### src/pkg/xt_params.svh
// Offsets, field positions, reset values and presets of the trace capture front end
`ifndef XT_PARAMS_SVH
`define XT_PARAMS_SVH

// Register indices on the plain port
`define XT_A_CTRL 4'h0
`define XT_A_THR_LO 4'h1
`define XT_A_THR_HI 4'h2
`define XT_A_EDGE 4'h3
`define XT_A_LBL_WR 4'h4
`define XT_A_LBL_CNT 4'h5
`define XT_A_COMMIT 4'h6
`define XT_A_STATUS 4'h7
`define XT_A_TRACE 4'h8
`define XT_A_LBL_SEL 4'h9

// Field positions
`define XT_CTRL_OWN 0
`define XT_CTRL_MODE 2:1
`define XT_CTRL_SLV 4:3
`define XT_THR_CODE 7:0
`define XT_THR_PRE 9:8
`define XT_LBL_DATA 9:0
`define XT_LBL_IDX 12:10
`define XT_CNT_STAGE 3:0
`define XT_COMMIT_GO 0

// Threshold presets and codes in 0.05 V steps
`define XT_PRE_CUSTOM 2'h0
`define XT_PRE_TTL 2'h1
`define XT_PRE_CMOS 2'h2
`define XT_PRE_ECL 2'h3
`define XT_THR_TTL 8'h1c
`define XT_THR_CMOS 8'h32
`define XT_THR_ECL 8'he6

// Reset values
`define XT_RST_THR 10'h11c
`define XT_RST_EDGE 8'h00
`define XT_RST_OWN 1'b1

`endif

### src/pkg/xt_pkg.sv
// Types and decode functions of the trace capture front end
package xt_pkg;
  typedef enum logic [1:0] {MODE_EMUL, MODE_STATE, MODE_TIMING} mode_t;
  typedef enum logic [1:0] {SLV_OFF, SLV_MIXED, SLV_DEMUX} slave_t;

  // Code 3 is illegal and falls back to emulation
  function automatic mode_t to_mode(input logic [1:0] c);
    unique case (c)
      2'h1: to_mode = MODE_STATE;
      2'h2: to_mode = MODE_TIMING;
      default: to_mode = MODE_EMUL;
    endcase
  endfunction

  function automatic slave_t to_slave(input logic [1:0] c);
    unique case (c)
      2'h1: to_slave = SLV_MIXED;
      2'h2: to_slave = SLV_DEMUX;
      default: to_slave = SLV_OFF;
    endcase
  endfunction
endpackage

### src/pkg/label_if.sv
// Port bundle between the capture core and its label memory
`timescale 1ns/100ps
interface label_if;
  logic we;
  logic [3:0] waddr;
  logic [9:0] wdata;
  logic [3:0] raddr;
  logic [9:0] rdata;
  modport user(output we, output waddr, output wdata, output raddr, input rdata);
  modport mem(input we, input waddr, input wdata, input raddr, output rdata);
endinterface

### src/verilog/label_ram.sv
// Two-bank label store with registered read data
`timescale 1ns/100ps
module label_ram #(
  parameter int DEPTH = 16 // Words, two banks
) (
  input wire logic clock, // System clock
  label_if.mem bus // Write and read port
);
  logic [9:0] mem_q [DEPTH];

  // Address is four bits wide
  if (DEPTH < 2 || DEPTH > 16) begin : g_bad_depth
    $error("label_ram depth out of range");
  end

  // Storage needs no reset; the active count gates what is valid
  always_ff @(posedge clock) begin
    if (bus.we) begin
      mem_q[bus.waddr] <= bus.wdata;
    end
  end

  // Read data from a register
  always_ff @(posedge clock) begin
    bus.rdata <= mem_q[bus.raddr];
  end
endmodule

### src/verilog/ext_trace_capture.sv
// External trace channel capture with slave clock demultiplexing
`timescale 1ns/100ps
`include "xt_params.svh"
module ext_trace_capture
  import xt_pkg::*;
#(
  parameter int NLAB = 8 // Labels per set
) (
  input wire logic clock, // System clock, 50 MHz
  input wire logic nrst, // Synchronous reset, active low
  input wire logic [15:0] ext_ch, // Probe channels
  input wire logic clk_j, // Probe clock, lower group
  input wire logic clk_k, // Probe clock, upper group
  input wire logic clk_l, // Emulator clock L
  input wire logic clk_m, // Emulator clock M
  input wire logic emu_clk, // Emulation clock
  input wire logic [3:0] reg_addr, // Register index
  input wire logic [15:0] reg_wdata, // Write data
  input wire logic reg_wr, // Write strobe
  input wire logic reg_rd, // Read strobe
  output logic [15:0] reg_rdata, // Read data, next cycle
  output logic [15:0] trace_data, // Captured sample
  output logic trace_valid, // Sample strobe
  output logic [15:0] qual_data, // Analyzer qualifier data
  output logic qual_valid, // Qualifier strobe
  output logic [15:0] indep_data, // Independent path data
  output logic indep_valid, // Independent path strobe
  output logic indep_timing, // Independent data is binary timing
  output logic [7:0] thr_lo_code, // Lower group reference code
  output logic [7:0] thr_hi_code // Upper group reference code
);
  logic [20:0] pin_s1, pin_s2, pin_s3;
  logic [15:0] din;
  logic master_evt, slave_evt, cap_evt;
  logic own_reg;
  logic [1:0] mode_stage_reg, slv_stage_reg;
  logic [9:0] thr_lo_stage_reg, thr_hi_stage_reg;
  logic [7:0] edge_stage_reg, edge_act_reg;
  logic [3:0] cnt_stage_reg, lbl_cnt_reg;
  logic [2:0] lbl_sel_reg;
  logic act_bank_reg;
  mode_t act_mode_reg;
  slave_t act_slv_reg, slv_eff;
  logic commit, apply;
  logic lat_full, lat_next_full;
  logic [7:0] lat_lo, lo_samp;
  logic [15:0] trace_next;
  label_if lab ();

  if (NLAB < 1 || NLAB > 8) begin : g_bad_nlab
    $error("NLAB must be 1 to 8");
  end

  // Threshold preset decode, signed 0.05 V steps
  function automatic logic [7:0] thr_eff(input logic [9:0] v);
    unique case (v[`XT_THR_PRE])
      `XT_PRE_TTL: thr_eff = `XT_THR_TTL;
      `XT_PRE_CMOS: thr_eff = `XT_THR_CMOS;
      `XT_PRE_ECL: thr_eff = `XT_THR_ECL;
      default: thr_eff = v[`XT_THR_CODE];
    endcase
  endfunction

  // Edge select: bit0 rising, bit1 falling
  function automatic logic edge_hit(input logic [1:0] sel, input logic cur, input logic prv);
    edge_hit = (sel[0] & cur & ~prv) | (sel[1] & ~cur & prv);
  endfunction

  // Two-stage synchronisers, third stage only for edges
  always_ff @(posedge clock) begin
    if (!nrst) begin
      pin_s1 <= 21'h0;
      pin_s2 <= 21'h0;
      pin_s3 <= 21'h0;
    end else begin
      pin_s1 <= {emu_clk, clk_m, clk_l, clk_k, clk_j, ext_ch};
      pin_s2 <= pin_s1;
      pin_s3 <= pin_s2;
    end
  end

  assign din = pin_s2[15:0];
  assign master_evt = pin_s2[20] & ~pin_s3[20];

  // Any selected edge on any source is a slave event
  always_comb begin
    slave_evt = 1'b0;
    for (int i = 0; i < 4; i++) begin
      slave_evt = slave_evt | edge_hit(edge_act_reg[2*i+:2], pin_s2[16+i], pin_s3[16+i]);
    end
  end

  assign commit = reg_wr && reg_addr == `XT_A_COMMIT && reg_wdata[`XT_COMMIT_GO];
  assign apply = commit & own_reg;

  // Staged settings; nothing here touches capture until commit
  always_ff @(posedge clock) begin
    if (!nrst) begin
      own_reg <= `XT_RST_OWN;
      mode_stage_reg <= 2'h0;
      slv_stage_reg <= 2'h0;
      thr_lo_stage_reg <= `XT_RST_THR;
      thr_hi_stage_reg <= `XT_RST_THR;
      edge_stage_reg <= `XT_RST_EDGE;
      cnt_stage_reg <= 4'h0;
      lbl_sel_reg <= 3'h0;
    end else if (reg_wr) begin
      unique case (reg_addr)
        `XT_A_CTRL: begin
          own_reg <= reg_wdata[`XT_CTRL_OWN];
          mode_stage_reg <= reg_wdata[`XT_CTRL_MODE];
          slv_stage_reg <= reg_wdata[`XT_CTRL_SLV];
        end
        `XT_A_THR_LO: thr_lo_stage_reg <= reg_wdata[9:0];
        `XT_A_THR_HI: thr_hi_stage_reg <= reg_wdata[9:0];
        `XT_A_EDGE: edge_stage_reg <= reg_wdata[7:0];
        `XT_A_LBL_CNT: cnt_stage_reg <= reg_wdata[`XT_CNT_STAGE];
        `XT_A_LBL_SEL: lbl_sel_reg <= reg_wdata[2:0];
        default: ;
      endcase
    end
  end

  // Commit applies the whole set in one edge
  always_ff @(posedge clock) begin
    if (!nrst) begin
      act_mode_reg <= MODE_EMUL;
      act_slv_reg <= SLV_OFF;
      thr_lo_code <= `XT_THR_TTL;
      thr_hi_code <= `XT_THR_TTL;
      edge_act_reg <= `XT_RST_EDGE;
    end else if (apply) begin
      act_mode_reg <= to_mode(mode_stage_reg);
      act_slv_reg <= to_slave(slv_stage_reg);
      thr_lo_code <= thr_eff(thr_lo_stage_reg);
      thr_hi_code <= thr_eff(thr_hi_stage_reg);
      edge_act_reg <= edge_stage_reg;
    end
  end

  // Bank swap drops the old label set at once
  always_ff @(posedge clock) begin
    if (!nrst) begin
      act_bank_reg <= 1'b0;
      lbl_cnt_reg <= 4'h0;
    end else if (apply) begin
      act_bank_reg <= ~act_bank_reg;
      lbl_cnt_reg <= (cnt_stage_reg > 4'(NLAB)) ? 4'(NLAB) : cnt_stage_reg;
    end
  end

  // Labels land in the inactive bank; out of range index ignored
  assign lab.we = reg_wr && reg_addr == `XT_A_LBL_WR && 32'(reg_wdata[`XT_LBL_IDX]) < NLAB;
  assign lab.waddr = {~act_bank_reg, reg_wdata[`XT_LBL_IDX]};
  assign lab.wdata = reg_wdata[`XT_LBL_DATA];
  assign lab.raddr = {act_bank_reg, lbl_sel_reg};

  label_ram #(.DEPTH(16)) u_labels (
    .clock(clock),
    .bus(lab)
  );

  // Slave clocking exists only in independent state mode
  assign slv_eff = (act_mode_reg == MODE_STATE) ? act_slv_reg : SLV_OFF;

  // First slave event per master interval wins; a coincident one opens the next
  assign lat_next_full = slave_evt && (!lat_full || master_evt);
  always_ff @(posedge clock) begin
    if (!nrst) begin
      lat_full <= 1'b0;
      lat_lo <= 8'h00;
    end else if (lat_next_full) begin
      lat_full <= 1'b1;
      lat_lo <= din[7:0];
    end else if (master_evt) begin
      lat_full <= 1'b0;
    end
  end

  assign lo_samp = lat_full ? lat_lo : din[7:0];

  // Trace word assembly per slave mode
  always_comb begin
    unique case (slv_eff)
      SLV_OFF: trace_next = din;
      SLV_MIXED: trace_next = {din[15:8], lo_samp};
      SLV_DEMUX: trace_next = {din[7:0], lo_samp};
    endcase
  end

  // Timing mode samples every clock, others on emulation clock
  assign cap_evt = (act_mode_reg == MODE_TIMING) ? 1'b1 : master_evt;

  // Common trace output
  always_ff @(posedge clock) begin
    if (!nrst) begin
      trace_valid <= 1'b0;
      trace_data <= 16'h0000;
    end else begin
      trace_valid <= cap_evt;
      if (cap_evt) begin
        trace_data <= trace_next;
      end
    end
  end

  // Analyzer qualifier path, emulation mode only
  always_ff @(posedge clock) begin
    if (!nrst) begin
      qual_valid <= 1'b0;
      qual_data <= 16'h0000;
    end else begin
      qual_valid <= master_evt && act_mode_reg == MODE_EMUL;
      if (master_evt && act_mode_reg == MODE_EMUL) begin
        qual_data <= trace_next;
      end
    end
  end

  // Independent path for state commands and binary timing dump
  always_ff @(posedge clock) begin
    if (!nrst) begin
      indep_valid <= 1'b0;
      indep_data <= 16'h0000;
      indep_timing <= 1'b0;
    end else begin
      indep_valid <= cap_evt && act_mode_reg != MODE_EMUL;
      indep_timing <= act_mode_reg == MODE_TIMING;
      if (cap_evt && act_mode_reg != MODE_EMUL) begin
        indep_data <= trace_next;
      end
    end
  end

  // Read data stand one cycle only
  always_ff @(posedge clock) begin
    if (!nrst || !reg_rd) begin
      reg_rdata <= 16'h0000;
    end else begin
      unique case (reg_addr)
        `XT_A_CTRL: reg_rdata <= {11'h0, slv_stage_reg, mode_stage_reg, own_reg};
        `XT_A_THR_LO: reg_rdata <= {6'h0, thr_lo_stage_reg};
        `XT_A_THR_HI: reg_rdata <= {6'h0, thr_hi_stage_reg};
        `XT_A_EDGE: reg_rdata <= {8'h0, edge_stage_reg};
        `XT_A_LBL_CNT: reg_rdata <= {8'h0, lbl_cnt_reg, cnt_stage_reg};
        `XT_A_STATUS: reg_rdata <= {10'h0, lat_full, act_bank_reg, slv_eff, act_mode_reg};
        `XT_A_TRACE: reg_rdata <= trace_data;
        `XT_A_LBL_SEL: reg_rdata <= {6'h0, lab.rdata};
        default: reg_rdata <= 16'h0000;
      endcase
    end
  end

  // Checks
  AST_RST_TTL: assert property (@(posedge clock) disable iff (!nrst)
    $rose(nrst) |-> thr_lo_code == `XT_THR_TTL && thr_hi_code == `XT_THR_TTL)
    else $error("threshold not TTL after reset");
  AST_RST_EMUL: assert property (@(posedge clock) disable iff (!nrst)
    $rose(nrst) |-> act_mode_reg == MODE_EMUL && !indep_valid)
    else $error("mode not emulation after reset");
  AST_QUAL_EMUL: assert property (@(posedge clock) disable iff (!nrst)
    qual_valid |-> $past(act_mode_reg) == MODE_EMUL && trace_valid && qual_data == trace_data)
    else $error("qualifier data outside emulation mode");
  AST_WITHHELD: assert property (@(posedge clock) disable iff (!nrst)
    act_mode_reg != MODE_EMUL |=> !qual_valid)
    else $error("channels leaked to analyzer");
  AST_TIMING_BIN: assert property (@(posedge clock) disable iff (!nrst)
    act_mode_reg == MODE_TIMING [*2] |-> indep_valid && indep_timing && indep_data == $past(din))
    else $error("timing data not delivered raw");
  AST_NO_OWN: assert property (@(posedge clock) disable iff (!nrst)
    commit && !own_reg |=> $stable(act_mode_reg) && $stable(thr_lo_code)
      && $stable(thr_hi_code) && $stable(act_bank_reg) && $stable(edge_act_reg))
    else $error("setup changed without ownership");
  AST_APPLY: assert property (@(posedge clock) disable iff (!nrst)
    apply |=> act_mode_reg == to_mode($past(mode_stage_reg))
      && thr_lo_code == thr_eff($past(thr_lo_stage_reg))
      && act_bank_reg != $past(act_bank_reg))
    else $error("commit did not apply all settings");
  AST_OFF_DIRECT: assert property (@(posedge clock) disable iff (!nrst)
    master_evt && slv_eff == SLV_OFF |=> trace_data == $past(din))
    else $error("direct capture mismatch");
  AST_FIRST_KEPT: assert property (@(posedge clock) disable iff (!nrst)
    lat_full && slave_evt && !master_evt |=> $stable(lat_lo) && lat_full)
    else $error("later slave sample overwrote first");
  AST_DEMUX: assert property (@(posedge clock) disable iff (!nrst)
    master_evt && slv_eff == SLV_DEMUX |=> trace_data[15:8] == $past(din[7:0])
      && trace_data[7:0] == $past(lo_samp))
    else $error("demux word mismatch");
  AST_SLAVE_EDGE: assert property (@(posedge clock) disable iff (!nrst)
    edge_act_reg[0] && pin_s2[16] && !pin_s3[16] |-> slave_evt)
    else $error("rising edge of probe clock missed");

  COV_MIXED: cover property (@(posedge clock) disable iff (!nrst)
    master_evt && lat_full && slv_eff == SLV_MIXED);
  COV_DEMUX: cover property (@(posedge clock) disable iff (!nrst)
    master_evt && slv_eff == SLV_DEMUX);
  COV_APPLY: cover property (@(posedge clock) disable iff (!nrst) apply ##[1:20] qual_valid);
  COV_TIMING: cover property (@(posedge clock) disable iff (!nrst)
    indep_valid && indep_timing);
endmodule

### config.mk
export PLATFORM = sky130hd
export DESIGN_NAME = ext_trace_capture
export DESIGN_NICKNAME = d
export VERILOG_FILES = /design/src/pkg/xt_pkg.sv /design/src/pkg/label_if.sv /design/src/verilog/label_ram.sv /design/src/verilog/ext_trace_capture.sv
export VERILOG_INCLUDE_DIRS = /design/src /design/src/pkg
export SDC_FILE = /design/constraint.sdc
export NUM_CORES = 1
export LEC_CHECK = 0
export BUFFER_PORTS_ARGS = -buffer_cell sky130_fd_sc_hd__buf_4
export CAP_MARGIN = 20
export CORE_UTILIZATION = 60
export CTS_BUF_LIST = sky130_fd_sc_hd__clkbuf_16
export DETAILED_ROUTE_END_ITERATION = 7
export PLACE_DENSITY = 0.88
export SYNTH_ARGS = -nofsm -noshare
export SYNTH_HDL_FRONTEND = slang
export SYNTH_SLANG_ARGS = --single-unit
### constraint.sdc
create_clock -name clock -period 3.8 [get_ports clock]
set_input_delay 0.57 -clock clock [delete_from_list [all_inputs] [get_ports clock]]
set_output_delay 0.57 -clock clock [all_outputs]
set_load 0.005 [all_outputs]
==> results_dict.tcl <==
set metrics [dict create \
    hpwl_mm 21.3 \
    intPower_mw 6.31 \
    critPathLaunchType "input port" \
    viasPerCell 6.31 \
    rows 55 \
    drt_iter0_drc 1065 \
    overflow 0 \
    synth-seq-cells 367 \
    slowest_delay_ns 0.78 \
    numCtsBuffers 36 \
    drcViolationCount 0 \
    clkLatencyLatePin_ns 0.52 \
    start_util_pct 61.4 \
    synth.distinct_cells 53 \
    slew_headroom_pct 34.9 \
    syn_avg_cell_area_um2 13.1 \
    die_h_um 154 \
    ios 129 \
    coreArea_mm2 0.0227 \
    cts_setup_buffers 0 \
    top_register "u_labels.mem_q" \
    dieArea_mm2 0.0238 \
    setup_viol 0 \
    seq_area_frac_synth_pct 64.2 \
    top_regs "u_labels.mem_q x160, pin_s1 x21, pin_s2 x21" \
    ant_nets 0 \
    track_usage_pct 29.2 \
    hold_class "in2reg" \
    finalInstanceArea_mm2 0.0163 \
    crit_required_ns 3.94 \
    num_vias 9375 \
    cts_tree "yes" \
    power_frac_comb_pct 4.0 \
    routed_wl_mm 34.3 \
    total_power_mw 8.01 \
    synth_commonest_cells "dfxtp_1, edfxtp_1, nand2_1, nor2_1, and2_1" \
    cp-end-kind "flop" \
    critical_path.cell_chain "buf_4 > nand3b_1 > nor4_1 > nand2_1 > nor2_1" \
    grt_pass1_vias 9027 \
    grt_start_max_net_pins 83 \
    grt_antenna_before_repair 0 \
    cts_sinks 367 \
    swShare_pct 21.3 \
    largest_register_ffs 160 \
    cts-htree-levels 2 \
    final_nets 1229 \
    yosysMostFrequentCell "dfxtp_1" \
    drt_first_pass_iters 6 \
    hold_viol 0 \
    yosys.area.top_type "edfxtp_1" \
    synth_edf_count 160 \
    grt_pass1_wl_mm 51.8 \
    yosysWarnings 0 \
    routedWlPerCell_um 23.1 \
    final_cells 1485 \
    critPathKind "in2reg" \
    drive_above_1_share_pct 19.4 \
    n_fill_cell 1393 \
    cts_resized 0 \
    tightest_slew_ns 0.973 \
    postSynthNetCount 1113 \
    dp.cells 1422 \
    clkPwrFrac_pct 43.5 \
    path_max_fanout 23 \
    p_switching_mw 1.70 \
    grt_setup_unrepaired "no" \
    grt_use_met1_pct 37.0 \
    synth_area_mm2 0.0139 \
    p_leak_nw 5.78 \
    ff_latch_area_mm2 0.00895 \
    path_clk_slew_ns 0.06 \
    crit_slowest_cell "nor2_1" \
    cts.hold.buffers_added 0 \
    io_buffers 125 \
    cp.arrival_ns 2.67 \
    clock-root-buffer "clkbuf_16" \
    areaGrowthSynthToFinish_pct 16.7 \
    max-vdd-ir-drop_mv 0.548 \
    antennaDiodeCount 0 \
    power_density_mw_per_mm2 493 \
    period_needed_ns 2.53 \
    slew_violations 0 \
    fmax_ghz 0.395 \
    outcome "completed" \
    min_period_over_period_pct 66.5 \
    top_usage_layer "met2" \
    die_width_um 154 \
    synth_ff_type "dfxtp_1" \
    cts_buffer_depth 3 \
    async_flop_share_pct 0 \
    seqPwrFrac_pct 52.5 \
    finalSetupTns_ns 0 \
    finalClockSkew_ns 0.0235 \
    met2_usage_pct 49.7 \
    synth_top_area_share_pct 34.5 \
    placed_cell_area_mm2 0.0151 \
    multi_input_area_mm2 0.00464 \
    maxCapViolations 0 \
    synthTopCellsByArea "edfxtp_1, dfxtp_1, mux4_1" \
    syn_inst 1060 \
    grt_use_met3_pct 5.52 \
    gp_congestion 0.880 \
    fin_util_pct 71.6 \
]
==> worst max-delay path, delay by kind of cell <==
| kind | cells | cell delay (ns) |
|---|---|---|
| simple gates | 4 | 1.89 |
| buf+inv | 1 | 0.19 |
==> placed cells by master (no fill, tap or decap), types with 38 or more instances in the layout <==
master     netlist  routed
edfxtp_1       160     160
buf_4            1     148
and2_1          57      57
dfxtp_1        207     206
a211oi_1        53      53
mux2i_1         55      54
nand2_1        116     116
nor2_1          91      90
a21oi_1         56      56
clkbuf_16        0      38
==> through the flow <==
step,hold WS [ns],worst slack [ns]
final,0.253,1.27
after global routing,0.239,1.13
after global placement,0.420,1.04
after floorplan,0.412,1.30
after CTS,0.242,1.32
after detailed placement,0.418,0.892
==> routing by layer <==
metal	wire (um)	share of wire (%)
met5	0	0
met4	1330	3.9
met3	3180	9.3
met2	17000	49
met1	12900	37
==> cell type report <==
class	instances	share of cell area [%]
Clock buffer	38	5.85
Clock inverter	24	1.25
Inverter	10	0.231
Multi-Input combinational cell	612	28.5
Sequential cell	367	55.0
Tap cell	285	2.19
Timing Repair Buffer	149	6.93
==> power groups by stage <==
stage	sequential, mW	combinational (mW)	clock (mW)
2_1_floorplan	4.27	0.160	0
3_3_place_gp	4.29	0.295	0
3_5_place_dp	4.29	0.307	0
4_1_cts	4.20	0.314	3.52
5_1_grt	4.21	0.339	3.67
6_report	4.20	0.319	3.49
==> kinds of logic (layout without fill, tap and decap cells) <==
kind of cell / count (synthesis) / count (layout) / share of synthesized area (%)
simple gates: 340 / 340 / 11.7
compound gates: 153 / 153 / 7.24
fa+ha+maj: 8 / 8 / 0.718
xor+xnor: 2 / 2 / 0.126
buf+inv: 81 / 221 / 2.67
flops: 367 / 367 / 64.2
mux: 109 / 109 / 13.4
==> worst paths after layout <==
check / from / to / slack [ns] / cells after the start
worst max-delay path: reg_addr[3] / u_labels.mem_q[13][0] / 1.27 / 5
worst min-delay path: ext_ch[15] / pin_s1[15] / 0.25 / 2
worst max register to register: lbl_sel_reg[0] / u_labels.bus.rdata[5] / 1.46 / 3
worst min register to register: pin_s1[14] / pin_s2[14] / 0.43 / 1
Power figures use the tool's default switching activity.
